## config.mk

```make
export PLATFORM = sky130hd
export DESIGN_NAME = acc_ctrl
export DESIGN_NICKNAME = d
export VERILOG_FILES = /design/src/core/acc_pkg.sv /design/src/core/acc_tick_if.sv /design/src/core/acc_tick_gen.sv /design/src/core/acc_ctrl.sv
export SDC_FILE = /design/constraint.sdc
export NUM_CORES = 1
export LEC_CHECK = 0
export CAP_MARGIN = 40
export CELL_PAD_IN_SITES_DETAIL_PLACEMENT = 2
export CELL_PAD_IN_SITES_GLOBAL_PLACEMENT = 2
export CORE_MARGIN = 5
export CORE_UTILIZATION = 41
export DETAILED_ROUTE_END_ITERATION = 16
export DONT_BUFFER_PORTS = 1
export MAX_ROUTING_LAYER = met4
export PLACE_DENSITY_LB_ADDON = 0.1
export SLEW_MARGIN = 20
export SYNTH_ARGS = -nofsm -noshare
export SYNTH_HDL_FRONTEND = slang
export SYNTH_SLANG_ARGS = --single-unit
export TNS_END_PERCENT = 100
```

## constraint.sdc

```tcl
create_clock -name clk_sys -period 4.7 [get_ports clk_sys]
set_clock_uncertainty 0.15 [all_clocks]
set_input_delay 0.235 -clock clk_sys [delete_from_list [all_inputs] [get_ports clk_sys]]
set_output_delay 0.235 -clock clk_sys [all_outputs]
set_load 0.02 [all_outputs]
```

## src/core/acc_pkg.sv

```systemverilog
/*
  constants for the acquisition chain conversion control: register indices,
  field positions, values after reset, sequencing counts.
  assumes nothing of its surroundings beyond a SystemVerilog package scope.
*/
`default_nettype none

package acc_pkg;

  // ----------------------------------------------------------------
  // register indices on the configuration port
  // ----------------------------------------------------------------
  localparam logic [3:0] IDX_CONV_CONTROL      = 4'h0;
  localparam logic [3:0] IDX_CHAIN_STAGE_EN    = 4'h1;
  localparam logic [3:0] IDX_RATE_MEDIUM       = 4'h2;
  localparam logic [3:0] IDX_COARSE_FINE_GAIN  = 4'h3;
  localparam logic [3:0] IDX_FINE_OFFSET       = 4'h4;
  localparam logic [3:0] IDX_CONV_STATUS       = 4'h5;
  localparam logic [3:0] IDX_BANDGAP_MODE      = 4'h6;
  localparam logic [3:0] IDX_RESULT_HI         = 4'h7;
  localparam logic [3:0] IDX_RESULT_LO         = 4'h8;

  // ----------------------------------------------------------------
  // field positions
  // ----------------------------------------------------------------
  localparam int START_BIT        = 7;
  localparam int ELEM_CODE_HI     = 6;
  localparam int ELEM_CODE_LO     = 5;
  localparam int RATIO_CODE_HI    = 4;
  localparam int RATIO_CODE_LO    = 2;
  localparam int REPEAT_BIT       = 1;
  localparam int MOD_EN_BIT       = 0;
  localparam int COARSE_EN_BIT    = 1;
  localparam int MEDIUM_EN_BIT    = 2;
  localparam int FINE_EN_BIT      = 3;
  localparam int COARSE_GAIN_BIT  = 7;
  localparam int RATE_SEL_HI      = 7;
  localparam int RATE_SEL_LO      = 6;
  localparam int MED_GAIN_HI      = 5;
  localparam int MED_GAIN_LO      = 4;
  localparam int BUSY_BIT         = 7;
  localparam int LOAD_DEF_BIT     = 6;

  // ----------------------------------------------------------------
  // values after reset; load_defaults reloads all but the mux and bandgap mode
  // ----------------------------------------------------------------
  localparam logic [7:0] RST_CONV_CONTROL     = 8'h2a; // 2 elementary, ratio 32
  localparam logic [7:0] RST_CHAIN_STAGE_EN   = 8'h01; // amplifiers off, modulator on
  localparam logic [7:0] RST_RATE_MEDIUM      = 8'hc0; // fastest sampling
  localparam logic [7:0] RST_COARSE_FINE_GAIN = 8'h0c; // fine gain 12/12
  localparam logic [7:0] RST_FINE_OFFSET      = 8'h00;
  localparam logic [5:0] RST_MUX_SEL          = 6'h00;
  localparam logic [1:0] RST_BANDGAP_MODE     = 2'h0;

  // ----------------------------------------------------------------
  // sequencing
  // ----------------------------------------------------------------
  localparam logic [2:0]  INIT_CYCLES   = 3'h2;    // clk_sys cycles of setup
  localparam logic [10:0] RATIO_BASE    = 11'h008; // ratio for code 000
  localparam logic [6:0]  OSC_DIV_SLOW  = 7'h40;   // 4 MHz / 64 = 62.5 kHz
  localparam logic [3:0]  MEDIUM_OFS_MAX = 4'h5;

  // bandgap chopping modes
  localparam logic [1:0] BG_HIGH   = 2'h0;
  localparam logic [1:0] BG_LOW    = 2'h1;
  localparam logic [1:0] BG_TOGGLE = 2'h2;
  localparam logic [1:0] BG_HALF   = 2'h3;

endpackage : acc_pkg

`default_nettype wire

```

## src/core/acc_tick_if.sv

```systemverilog
/*
  carrier between the conversion controller and its sampling tick generator.
  assumes both ends run on clk_sys.
*/
`default_nettype none

interface acc_tick_if;
  logic [1:0] rate_sel; // over-sampling rate code
  logic       run;      // divider runs while high, held cleared otherwise
  logic       fs_tick;  // one clk_sys pulse per over-sampling period

  modport gen  (input rate_sel, input run, output fs_tick);
  modport user (output rate_sel, output run, input fs_tick);
endinterface : acc_tick_if

`default_nettype wire

```

## src/core/acc_tick_gen.sv

```systemverilog
/*
  over-sampling tick generator: brings the 4 MHz oscillator into clk_sys and
  divides it by 64, 32, 16 or 8.
  assumes the oscillator is far slower than clk_sys so every edge is seen.
*/
`default_nettype none

module acc_tick_gen (
  input  wire logic clk_sys,
  input  wire logic resetn,
  input  wire logic ce,
  input  wire logic osc_in,
  acc_tick_if.gen   tick
);

  logic       osc_meta;
  logic       osc_sync;
  logic       osc_last;
  logic [6:0] div_cnt;
  logic [6:0] div_len;
  logic       osc_rise;

  // ----------------------------------------------------------------
  // oscillator synchroniser
  // ----------------------------------------------------------------
  // second and third stages feed the edge detector, never the first
  always_ff @(posedge clk_sys or negedge resetn) begin
    if (!resetn) begin
      osc_meta <= 1'b0;
      osc_sync <= 1'b0;
      osc_last <= 1'b0;
    end else if (ce) begin
      osc_meta <= osc_in;
      osc_sync <= osc_meta;
      osc_last <= osc_sync;
    end
  end

  assign osc_rise = osc_sync & ~osc_last;

  // ----------------------------------------------------------------
  // divider
  // ----------------------------------------------------------------
  // rate code to divide ratio
  assign div_len = acc_pkg::OSC_DIV_SLOW >> tick.rate_sel;

  // held at zero while idle so the first period is a full one
  always_ff @(posedge clk_sys or negedge resetn) begin
    if (!resetn) begin
      div_cnt      <= 7'h00;
      tick.fs_tick <= 1'b0;
    end else if (ce) begin
      tick.fs_tick <= 1'b0;
      if (!tick.run) begin
        div_cnt <= 7'h00;
      end else if (osc_rise) begin
        if (div_cnt == div_len - 7'h01) begin
          div_cnt      <= 7'h00;
          tick.fs_tick <= 1'b1;
        end else begin
          div_cnt <= div_cnt + 7'h01;
        end
      end
    end
  end

endmodule // acc_tick_gen

`default_nettype wire

```

## src/core/acc_ctrl.sv

```systemverilog
/*
  acquisition chain conversion control: configuration registers, decode of
  stage enables, gains and offsets, and the conversion sequencer.
  assumes a byte-wide register port driven on clk_sys by the two-wire slave,
  an oscillator pin and a modulator bit from the analog side.
*/
`default_nettype none

module acc_ctrl (
  input  wire logic        clk_sys,
  input  wire logic        resetn,
  input  wire logic        ce,
  input  wire logic        reg_wr_en,
  input  wire logic        reg_rd_en,
  input  wire logic [3:0]  reg_addr,
  input  wire logic [7:0]  reg_wdata,
  output logic      [7:0]  reg_rdata,
  input  wire logic        start_in,
  input  wire logic        osc_in,
  input  wire logic        mod_bit,
  output logic             busy,
  output logic             result_ready,
  output logic      [15:0] result,
  output logic             modulator_on,
  output logic             coarse_amp_stage,
  output logic             medium_amp_stage,
  output logic             fine_amp_stage,
  output logic             coarse_bypass,
  output logic             medium_bypass,
  output logic             fine_bypass,
  output logic      [3:0]  coarse_gain_sel,
  output logic      [3:0]  medium_gain_sel,
  output logic      [3:0]  medium_offset_sel,
  output logic      [6:0]  fine_gain_sel,
  output logic      [6:0]  fine_offset_sel,
  output logic             amp_chop,
  output logic             bandgap_chop,
  output logic      [1:0]  sample_rate_sel,
  output logic      [5:0]  mux_sel
);

  typedef enum logic [3:0] {
    ACC_IDLE  = 4'b0001,
    ACC_INIT  = 4'b0010,
    ACC_ELEM  = 4'b0100,
    ACC_QUANT = 4'b1000
  } acc_state_t;

  acc_state_t  state;
  logic [7:0]  conv_control;
  logic [7:0]  chain_stage_enable;
  logic [7:0]  rate_medium_gain_offset;
  logic [7:0]  coarse_and_fine_gain;
  logic [7:0]  fine_offset_select;
  logic [5:0]  mux_store;
  logic [1:0]  bandgap_mode;
  logic        start_pending;
  logic        load_defaults;
  logic        start_write;
  logic        repeat_mode;
  logic [2:0]  ratio_code;
  logic [1:0]  elementary_count_code;
  logic [2:0]  elem_idx;
  logic [10:0] period_cnt;
  logic [10:0] period_len;
  logic [2:0]  init_cnt;
  logic signed [17:0] accum;
  logic signed [17:0] mean;
  logic signed [31:0] scaled;
  logic        mod_meta;
  logic        mod_sync;
  logic        last_period;
  logic        last_elem;
  logic        seq_done;
  logic        begin_seq;

  acc_tick_if tick ();

  acc_tick_gen u_tick_gen (
    .clk_sys (clk_sys),
    .resetn  (resetn),
    .ce      (ce),
    .osc_in  (osc_in),
    .tick    (tick)
  );

  // ----------------------------------------------------------------
  // decode helpers
  // ----------------------------------------------------------------
  // medium gain value from its code
  function automatic logic [3:0] acc_medium_gain(input logic [1:0] code);
    case (code)
      2'h0:    acc_medium_gain = 4'h1;
      2'h1:    acc_medium_gain = 4'h2;
      2'h2:    acc_medium_gain = 4'h5;
      default: acc_medium_gain = 4'ha;
    endcase
  endfunction

  // signed count of 0.2 steps, magnitude capped at five
  function automatic logic [3:0] acc_medium_offset(input logic [3:0] code);
    logic [3:0] mag;
    mag = {1'b0, code[2:0]};
    if (mag > acc_pkg::MEDIUM_OFS_MAX) begin
      mag = acc_pkg::MEDIUM_OFS_MAX;
    end
    acc_medium_offset = code[3] ? (4'h0 - mag) : mag;
  endfunction

  // ----------------------------------------------------------------
  // write strobes
  // ----------------------------------------------------------------
  assign start_write   = reg_wr_en && reg_addr == acc_pkg::IDX_CONV_CONTROL &&
                         (reg_wdata[acc_pkg::START_BIT] || reg_wdata[acc_pkg::REPEAT_BIT]);
  assign load_defaults = reg_wr_en && reg_addr == acc_pkg::IDX_CONV_STATUS &&
                         reg_wdata[acc_pkg::LOAD_DEF_BIT];

  // ----------------------------------------------------------------
  // configuration registers
  // ----------------------------------------------------------------
  // start bit reads back zero; low bit is a test bit forced to zero
  always_ff @(posedge clk_sys or negedge resetn) begin
    if (!resetn) begin
      conv_control            <= acc_pkg::RST_CONV_CONTROL;
      chain_stage_enable      <= acc_pkg::RST_CHAIN_STAGE_EN;
      rate_medium_gain_offset <= acc_pkg::RST_RATE_MEDIUM;
      coarse_and_fine_gain    <= acc_pkg::RST_COARSE_FINE_GAIN;
      fine_offset_select      <= acc_pkg::RST_FINE_OFFSET;
      mux_store               <= acc_pkg::RST_MUX_SEL;
      bandgap_mode            <= acc_pkg::RST_BANDGAP_MODE;
    end else if (ce) begin
      if (load_defaults) begin
        conv_control            <= acc_pkg::RST_CONV_CONTROL;
        chain_stage_enable      <= acc_pkg::RST_CHAIN_STAGE_EN;
        rate_medium_gain_offset <= acc_pkg::RST_RATE_MEDIUM;
        coarse_and_fine_gain    <= acc_pkg::RST_COARSE_FINE_GAIN;
        fine_offset_select      <= acc_pkg::RST_FINE_OFFSET;
      end else if (reg_wr_en) begin
        case (reg_addr)
          acc_pkg::IDX_CONV_CONTROL:     conv_control <= {1'b0, reg_wdata[6:1], 1'b0};
          acc_pkg::IDX_CHAIN_STAGE_EN:   chain_stage_enable <= {4'h0, reg_wdata[3:0]};
          acc_pkg::IDX_RATE_MEDIUM:      rate_medium_gain_offset <= reg_wdata;
          acc_pkg::IDX_COARSE_FINE_GAIN: coarse_and_fine_gain <= reg_wdata;
          acc_pkg::IDX_FINE_OFFSET:      fine_offset_select <= {1'b0, reg_wdata[6:0]};
          acc_pkg::IDX_CONV_STATUS:      mux_store <= reg_wdata[5:0];
          acc_pkg::IDX_BANDGAP_MODE:     bandgap_mode <= reg_wdata[1:0];
          default: ;
        endcase
      end
    end
  end

  assign ratio_code            = conv_control[acc_pkg::RATIO_CODE_HI:acc_pkg::RATIO_CODE_LO];
  assign elementary_count_code = conv_control[acc_pkg::ELEM_CODE_HI:acc_pkg::ELEM_CODE_LO];
  assign repeat_mode           = conv_control[acc_pkg::REPEAT_BIT];

  // ----------------------------------------------------------------
  // read port
  // ----------------------------------------------------------------
  // registered read data; unmapped indices read zero
  always_ff @(posedge clk_sys or negedge resetn) begin
    if (!resetn) begin
      reg_rdata <= 8'h00;
    end else if (ce && reg_rd_en) begin
      case (reg_addr)
        acc_pkg::IDX_CONV_CONTROL:     reg_rdata <= conv_control;
        acc_pkg::IDX_CHAIN_STAGE_EN:   reg_rdata <= chain_stage_enable;
        acc_pkg::IDX_RATE_MEDIUM:      reg_rdata <= rate_medium_gain_offset;
        acc_pkg::IDX_COARSE_FINE_GAIN: reg_rdata <= coarse_and_fine_gain;
        acc_pkg::IDX_FINE_OFFSET:      reg_rdata <= fine_offset_select;
        acc_pkg::IDX_CONV_STATUS:      reg_rdata <= {busy, 1'b0, mux_store};
        acc_pkg::IDX_BANDGAP_MODE:     reg_rdata <= {6'h00, bandgap_mode};
        acc_pkg::IDX_RESULT_HI:        reg_rdata <= result[15:8];
        acc_pkg::IDX_RESULT_LO:        reg_rdata <= result[7:0];
        default:                       reg_rdata <= 8'h00;
      endcase
    end
  end

  // ----------------------------------------------------------------
  // analog chain decode
  // ----------------------------------------------------------------
  // enable bits to blocks
  always_ff @(posedge clk_sys or negedge resetn) begin
    if (!resetn) begin
      modulator_on     <= 1'b0;
      coarse_amp_stage <= 1'b0;
      medium_amp_stage <= 1'b0;
      fine_amp_stage   <= 1'b0;
      coarse_bypass    <= 1'b1;
      medium_bypass    <= 1'b1;
      fine_bypass      <= 1'b1;
    end else if (ce) begin
      modulator_on     <= chain_stage_enable[acc_pkg::MOD_EN_BIT];
      coarse_amp_stage <= chain_stage_enable[acc_pkg::COARSE_EN_BIT];
      medium_amp_stage <= chain_stage_enable[acc_pkg::MEDIUM_EN_BIT];
      fine_amp_stage   <= chain_stage_enable[acc_pkg::FINE_EN_BIT];
      coarse_bypass    <= ~chain_stage_enable[acc_pkg::COARSE_EN_BIT];
      medium_bypass    <= ~chain_stage_enable[acc_pkg::MEDIUM_EN_BIT];
      fine_bypass      <= ~chain_stage_enable[acc_pkg::FINE_EN_BIT];
    end
  end

  // gains as plain values, offsets as signed step counts
  always_ff @(posedge clk_sys or negedge resetn) begin
    if (!resetn) begin
      coarse_gain_sel   <= 4'h1;
      medium_gain_sel   <= 4'h1;
      medium_offset_sel <= 4'h0;
      fine_gain_sel     <= 7'h00;
      fine_offset_sel   <= 7'h00;
      sample_rate_sel   <= 2'h0;
      mux_sel           <= 6'h00;
    end else if (ce) begin
      coarse_gain_sel   <= coarse_and_fine_gain[acc_pkg::COARSE_GAIN_BIT] ? 4'ha : 4'h1;
      medium_gain_sel   <= acc_medium_gain(
                             rate_medium_gain_offset[acc_pkg::MED_GAIN_HI:acc_pkg::MED_GAIN_LO]);
      medium_offset_sel <= acc_medium_offset(rate_medium_gain_offset[3:0]);
      fine_gain_sel     <= coarse_and_fine_gain[6:0];
      // sign and magnitude to two's complement
      fine_offset_sel   <= fine_offset_select[6] ? (7'h00 - {1'b0, fine_offset_select[5:0]})
                                                 : {1'b0, fine_offset_select[5:0]};
      sample_rate_sel   <= rate_medium_gain_offset[acc_pkg::RATE_SEL_HI:acc_pkg::RATE_SEL_LO];
      mux_sel           <= mux_store;
    end
  end

  // ----------------------------------------------------------------
  // sequencer
  // ----------------------------------------------------------------
  // modulator bit comes from the analog side, so synchronise it
  always_ff @(posedge clk_sys or negedge resetn) begin
    if (!resetn) begin
      mod_meta <= 1'b0;
      mod_sync <= 1'b0;
    end else if (ce) begin
      mod_meta <= mod_bit;
      mod_sync <= mod_meta;
    end
  end

  assign tick.rate_sel = rate_medium_gain_offset[acc_pkg::RATE_SEL_HI:acc_pkg::RATE_SEL_LO];
  assign tick.run      = (state == ACC_ELEM) || (state == ACC_QUANT);
  assign period_len    = (acc_pkg::RATIO_BASE << ratio_code) + 11'h001;
  assign last_period   = period_cnt == period_len - 11'h001;
  assign last_elem     = elem_idx == 3'((4'h1 << elementary_count_code) - 4'h1);
  assign seq_done      = (state == ACC_QUANT) && tick.fs_tick;
  assign busy          = state != ACC_IDLE;
  // start sources; pending start waits for the current sequence
  assign begin_seq     = load_defaults ||
                         ((state == ACC_IDLE) && (start_pending || start_write || start_in)) ||
                         (seq_done && (repeat_mode || start_pending || start_write || start_in));

  // clear beats set: a start arriving in the launch cycle does not stay pending
  always_ff @(posedge clk_sys or negedge resetn) begin
    if (!resetn) begin
      start_pending <= 1'b0;
    end else if (ce) begin
      if (begin_seq) begin
        start_pending <= busy && !seq_done && (start_write || start_in) && !load_defaults;
      end else if (start_write || start_in) begin
        start_pending <= 1'b1;
      end
    end
  end

  always_ff @(posedge clk_sys or negedge resetn) begin
    if (!resetn) begin
      state      <= ACC_IDLE;
      init_cnt   <= 3'h0;
      period_cnt <= 11'h000;
      elem_idx   <= 3'h0;
    end else if (ce) begin
      if (begin_seq) begin
        state    <= ACC_INIT;
        init_cnt <= 3'h0;
      end else begin
        case (state)
          ACC_IDLE: state <= ACC_IDLE;
          ACC_INIT: begin
            init_cnt   <= init_cnt + 3'h1;
            period_cnt <= 11'h000;
            elem_idx   <= 3'h0;
            if (init_cnt == acc_pkg::INIT_CYCLES - 3'h1) begin
              state <= ACC_ELEM;
            end
          end
          ACC_ELEM: begin
            if (tick.fs_tick) begin
              period_cnt <= last_period ? 11'h000 : period_cnt + 11'h001;
              if (last_period) begin
                elem_idx <= elem_idx + 3'h1;
                if (last_elem) begin
                  state <= ACC_QUANT;
                end
              end
            end
          end
          ACC_QUANT: if (seq_done) state <= ACC_IDLE;
          default:   state <= ACC_IDLE;
        endcase
      end
    end
  end

  // ----------------------------------------------------------------
  // accumulation and result
  // ----------------------------------------------------------------
  // polarity follows elementary parity
  assign amp_chop = elem_idx[0];

  // mean by shift, scaled to the 16 bit range
  assign mean   = accum >>> elementary_count_code;
  assign scaled = 32'(mean) <<< (4'hc - {1'b0, ratio_code});

  // digital sign undoes the analog chop so offset cancels in the sum
  always_ff @(posedge clk_sys or negedge resetn) begin
    if (!resetn) begin
      accum <= 18'sh00000;
    end else if (ce) begin
      if (state == ACC_INIT) begin
        accum <= 18'sh00000;
      end else if (state == ACC_ELEM && tick.fs_tick) begin
        accum <= (mod_sync ^ amp_chop) ? accum + 18'sh00001 : accum - 18'sh00001;
      end
    end
  end

  // store, pulse ready, busy drops with the state
  always_ff @(posedge clk_sys or negedge resetn) begin
    if (!resetn) begin
      result       <= 16'h0000;
      result_ready <= 1'b0;
    end else if (ce) begin
      result_ready <= seq_done;
      if (seq_done) begin
        if (scaled > 32'sh00007fff) begin
          result <= 16'h7fff;
        end else if (scaled < -32'sh00008000) begin
          result <= 16'h8000;
        end else begin
          result <= scaled[15:0];
        end
      end
    end
  end

  always_ff @(posedge clk_sys or negedge resetn) begin
    if (!resetn) begin
      bandgap_chop <= 1'b1;
    end else if (ce) begin
      case (bandgap_mode)
        acc_pkg::BG_HIGH: bandgap_chop <= 1'b1;
        acc_pkg::BG_LOW:  bandgap_chop <= 1'b0;
        acc_pkg::BG_TOGGLE: begin
          if (state == ACC_ELEM && tick.fs_tick && last_period) begin
            bandgap_chop <= ~bandgap_chop;
          end
        end
        default: begin
          if (state == ACC_ELEM && tick.fs_tick && last_period && elem_idx[0]) begin
            bandgap_chop <= ~bandgap_chop;
          end
        end
      endcase
    end
  end

endmodule // acc_ctrl

`default_nettype wire

```

==> results.ini <==
[timing]
finalSetupViolCount = 0
fin_crit_sh_pct = 92.21
finalHoldViolCount = 1
finalCriticalPeriod_ns = 4.334
slew_violations = 0
worst_pin_slew_ns = 0.9085
rsz0062_at_grt = no
layout_setup_ws_ns = 0.3660
fmax_mhz = 230.7
fin_tns_setup_ns = 0
max-slew-margin-rel_pct = 39.44
hold_ws_ns = -0.006799

[worst_hold_path]
hp-class = in2reg

[placement]
place.gp.congestion = 0.8889
io_buffers = 0
place_ws_ns = 0.3932
dp_hpwl_um = 24610
dp.cells = 1370
dpl_cell_area_um2 = 10470

[critical_path]
cp-end-kind = flop
arrival_ns = 4.47
cp-start-kind = flop
crit_required_ns = 4.83
worstPathCellList = mux2_4 > a21oi_2 > o21ai_1 > a221oi_1 > a311oi_1 > or4_1 > a2111o_1 > o21ai_4 > a21oi_1
path_max_fanout = 21
max_stage_delay_ns = 0.86
crit_type = reg2reg
path_delay_family = compound AO/OA/AOI/OAI gates
crit_slowest_cell = dfstp_2
critPathBufInv = 0

[clock_tree]
ctsHoldBuffers = 19
clk_path_buf_depth = 2
insertion_delay_ns = 0.44
clk_root_buffer_cell = clkbuf_16
postCtsSetupRepairBufs = 0
cts.sinks = 159
numCtsBuffers = 17
htreeDepth = 4
cts_tree = yes
path_clk_slew_ns = 0.07
cts_resized = 0

[detailed_routing]
drc = 0
wl_met1_um = 15490
met3_length_um = 1156
vias = 8790
top_layer_used = met4
wl_per_cell_um = 25.07
drtPass1Iterations = 5
met2_length_um = 18290
viasPerCell = 6.186
drt_iter0_markers = 456
final_antenna_net_count = 0
wl_um = 35630

[synth]
synthesis.area_um2 = 10140
yosysTopAreaCellShare_pct = 35.54
synth_most_common_cell = dfrtp_1
synth_compound_area_share_pct = 21.22
ys_types = 88
synth_fp_nets = 1129
syn_inst = 1078
synth_common_cells = dfrtp_1 (144), nand2_1 (102), o21ai_0 (93)
synthTopCellsByArea = dfrtp_1 (36%), mux2_2 (6.4%), o21ai_0 (4.6%)
ys_seq_area_share_pct = 39.42
avgSynthCellArea_um2 = 9.406
async_reset_ff_share_pct = 100.0
synth-main-ff-cell = dfrtp_1
synthMuxAreaShare_pct = 11.81
ys_warn_count = 0
yosys.area_share.simple_pct = 16.23
synthAdderAreaFrac_pct = 3.899
synth-xor-area-share_pct = 2.850
ys_ff_latch = 159
synth_edf_count = 0
synth_top_family_by_area = compound AO/OA/AOI/OAI gates
synth_top_area_cell = dfrtp_1

[outcome]
violations = negative hold slack
outcome = finished, violations left

[die]
dieHeight_um = 167.3
die_w_um = 167.3
dieArea_um2 = 27980
core-area_um2 = 24320
ios = 89
start_util_pct = 41.69
rows = 57

[pwr]
leakagePower_nw = 4.899
ir_drop_mv = 0.2269
finalPower_mw = 5.529
powerDensity_nw_per_um2 = 488.9

[flow_run]
maxCapViolCount = 0

[cells_and_area]
fillers = 2636
nNetsFinal = 1135
synthToLayoutAreaGrowth_pct = 11.51
drive_gt1_share_pct = 15.68
antennaDiodeCount = 0
postLayoutCoreUtil_pct = 46.49
final_area_um2 = 11310
fin_cells = 1421

[global_routing]
grt_pass1_wl_um = 56330
overflow = 0
grt_max_degree = 160
grt_pass1_vias = 9420
track_usage_pct = 25.89
antenna_found_initial = 0

per-layer routing:
layer	GRT usage (%)	vias to the layer above
li1	-	3996
met1	31.80	4602
met2	44.72	151
met3	4.078	41
met4	6.845	0
met5	-	-
worst paths after layout:
check	from	slack, ns	end	cells past startpoint
worst max-delay path	conv_control[5]	0.37	result[2]	9
worst min-delay path	ce	-0.007	bandgap_chop	2
worst max register to register	conv_control[5]	0.37	result[2]	9
worst min register to register	init_cnt[2]	0.34	init_cnt[2]	1
max in group asynchronous	resetn	3.41	fine_offset_select[2]	2
min in group asynchronous	resetn	0.24	accum[7]	2
cells in the final DEF (no fill, tap or decap), types with 7 or more instances in the layout:
| master | instances |
|---|---|
| dfrtp_1 | 144 |
| nand2_1 | 102 |
| o21ai_0 | 93 |
| nor2_1 | 75 |
| a21oi_1 | 59 |
| mux2_2 | 58 |
| nand3_1 | 42 |
| inv_1 | 40 |
| ha_1 | 30 |
| buf_4 | 30 |
| mux2i_1 | 27 |
| a22o_1 | 23 |
| xnor2_1 | 18 |
| clkbuf_16 | 17 |
| dlygate4sd3_1 | 17 |
| o22ai_1 | 16 |
| xor2_1 | 15 |
| a21o_1 | 15 |
| nor3_1 | 15 |
| dfstp_2 | 15 |
| nand2b_1 | 12 |
| a21oi_2 | 11 |
| or3_1 | 10 |
| and3_1 | 10 |
| nor2b_1 | 10 |
| o211ai_1 | 9 |
| o31ai_1 | 9 |
| a211oi_1 | 8 |
| nand4_1 | 8 |
| nor4b_1 | 7 |
registers in the layout, indices dropped and copies added (netlist names), 6 cells and up:
signal                   flops
coarse_and_fine_gain         8
period_cnt                  11
conv_control                 6
fine_offset_sel              7
fine_gain_sel                7
mux_sel                      6
mux_store                    6
u_tick_gen.div_cnt           7
reg_rdata                    8
accum                       18
rate_medium_gain_offset      8
result                      16
fine_offset_select           7
power by group:
group | leakage, nW | internal [mW] | switching, mW
Sequential | 2.04 | 1.61 | 0.373
Combinational | 2.56 | 0.807 | 1.26
Clock | 0.301 | 0.770 | 0.708
final cells by class:
type	instances	area (um2)	share of cell area [%]
Clock buffer	17	425.4	3.762
Clock inverter	15	187.7	1.660
Inverter	42	157.7	1.394
Multi-Input combinational cell	815	5683	50.26
Sequential cell	159	3998	35.35
Tap cell	324	405.4	3.585
Timing Repair Buffer	49	450.4	3.984
worst register-to-register path: cells and delay by family, from the launching register on:
kind,cells,cell delay (ns)
AOI/OAI and AO/OA,7,2.36
DFF,1,0.86
and+or+nand+nor,1,0.44
muxes,1,0.37
cell families after synthesis:
logic type,Yosys count
other,1
flip-flops,159
AO/OA/AOI/OAI,322
multiplexers,97
buffers and inverters,104
adder cells (fa/ha/maj),31
XOR/XNOR,33
AND/OR/NAND/NOR,331
No activity file was read; power rests on OpenSTA's default activity.
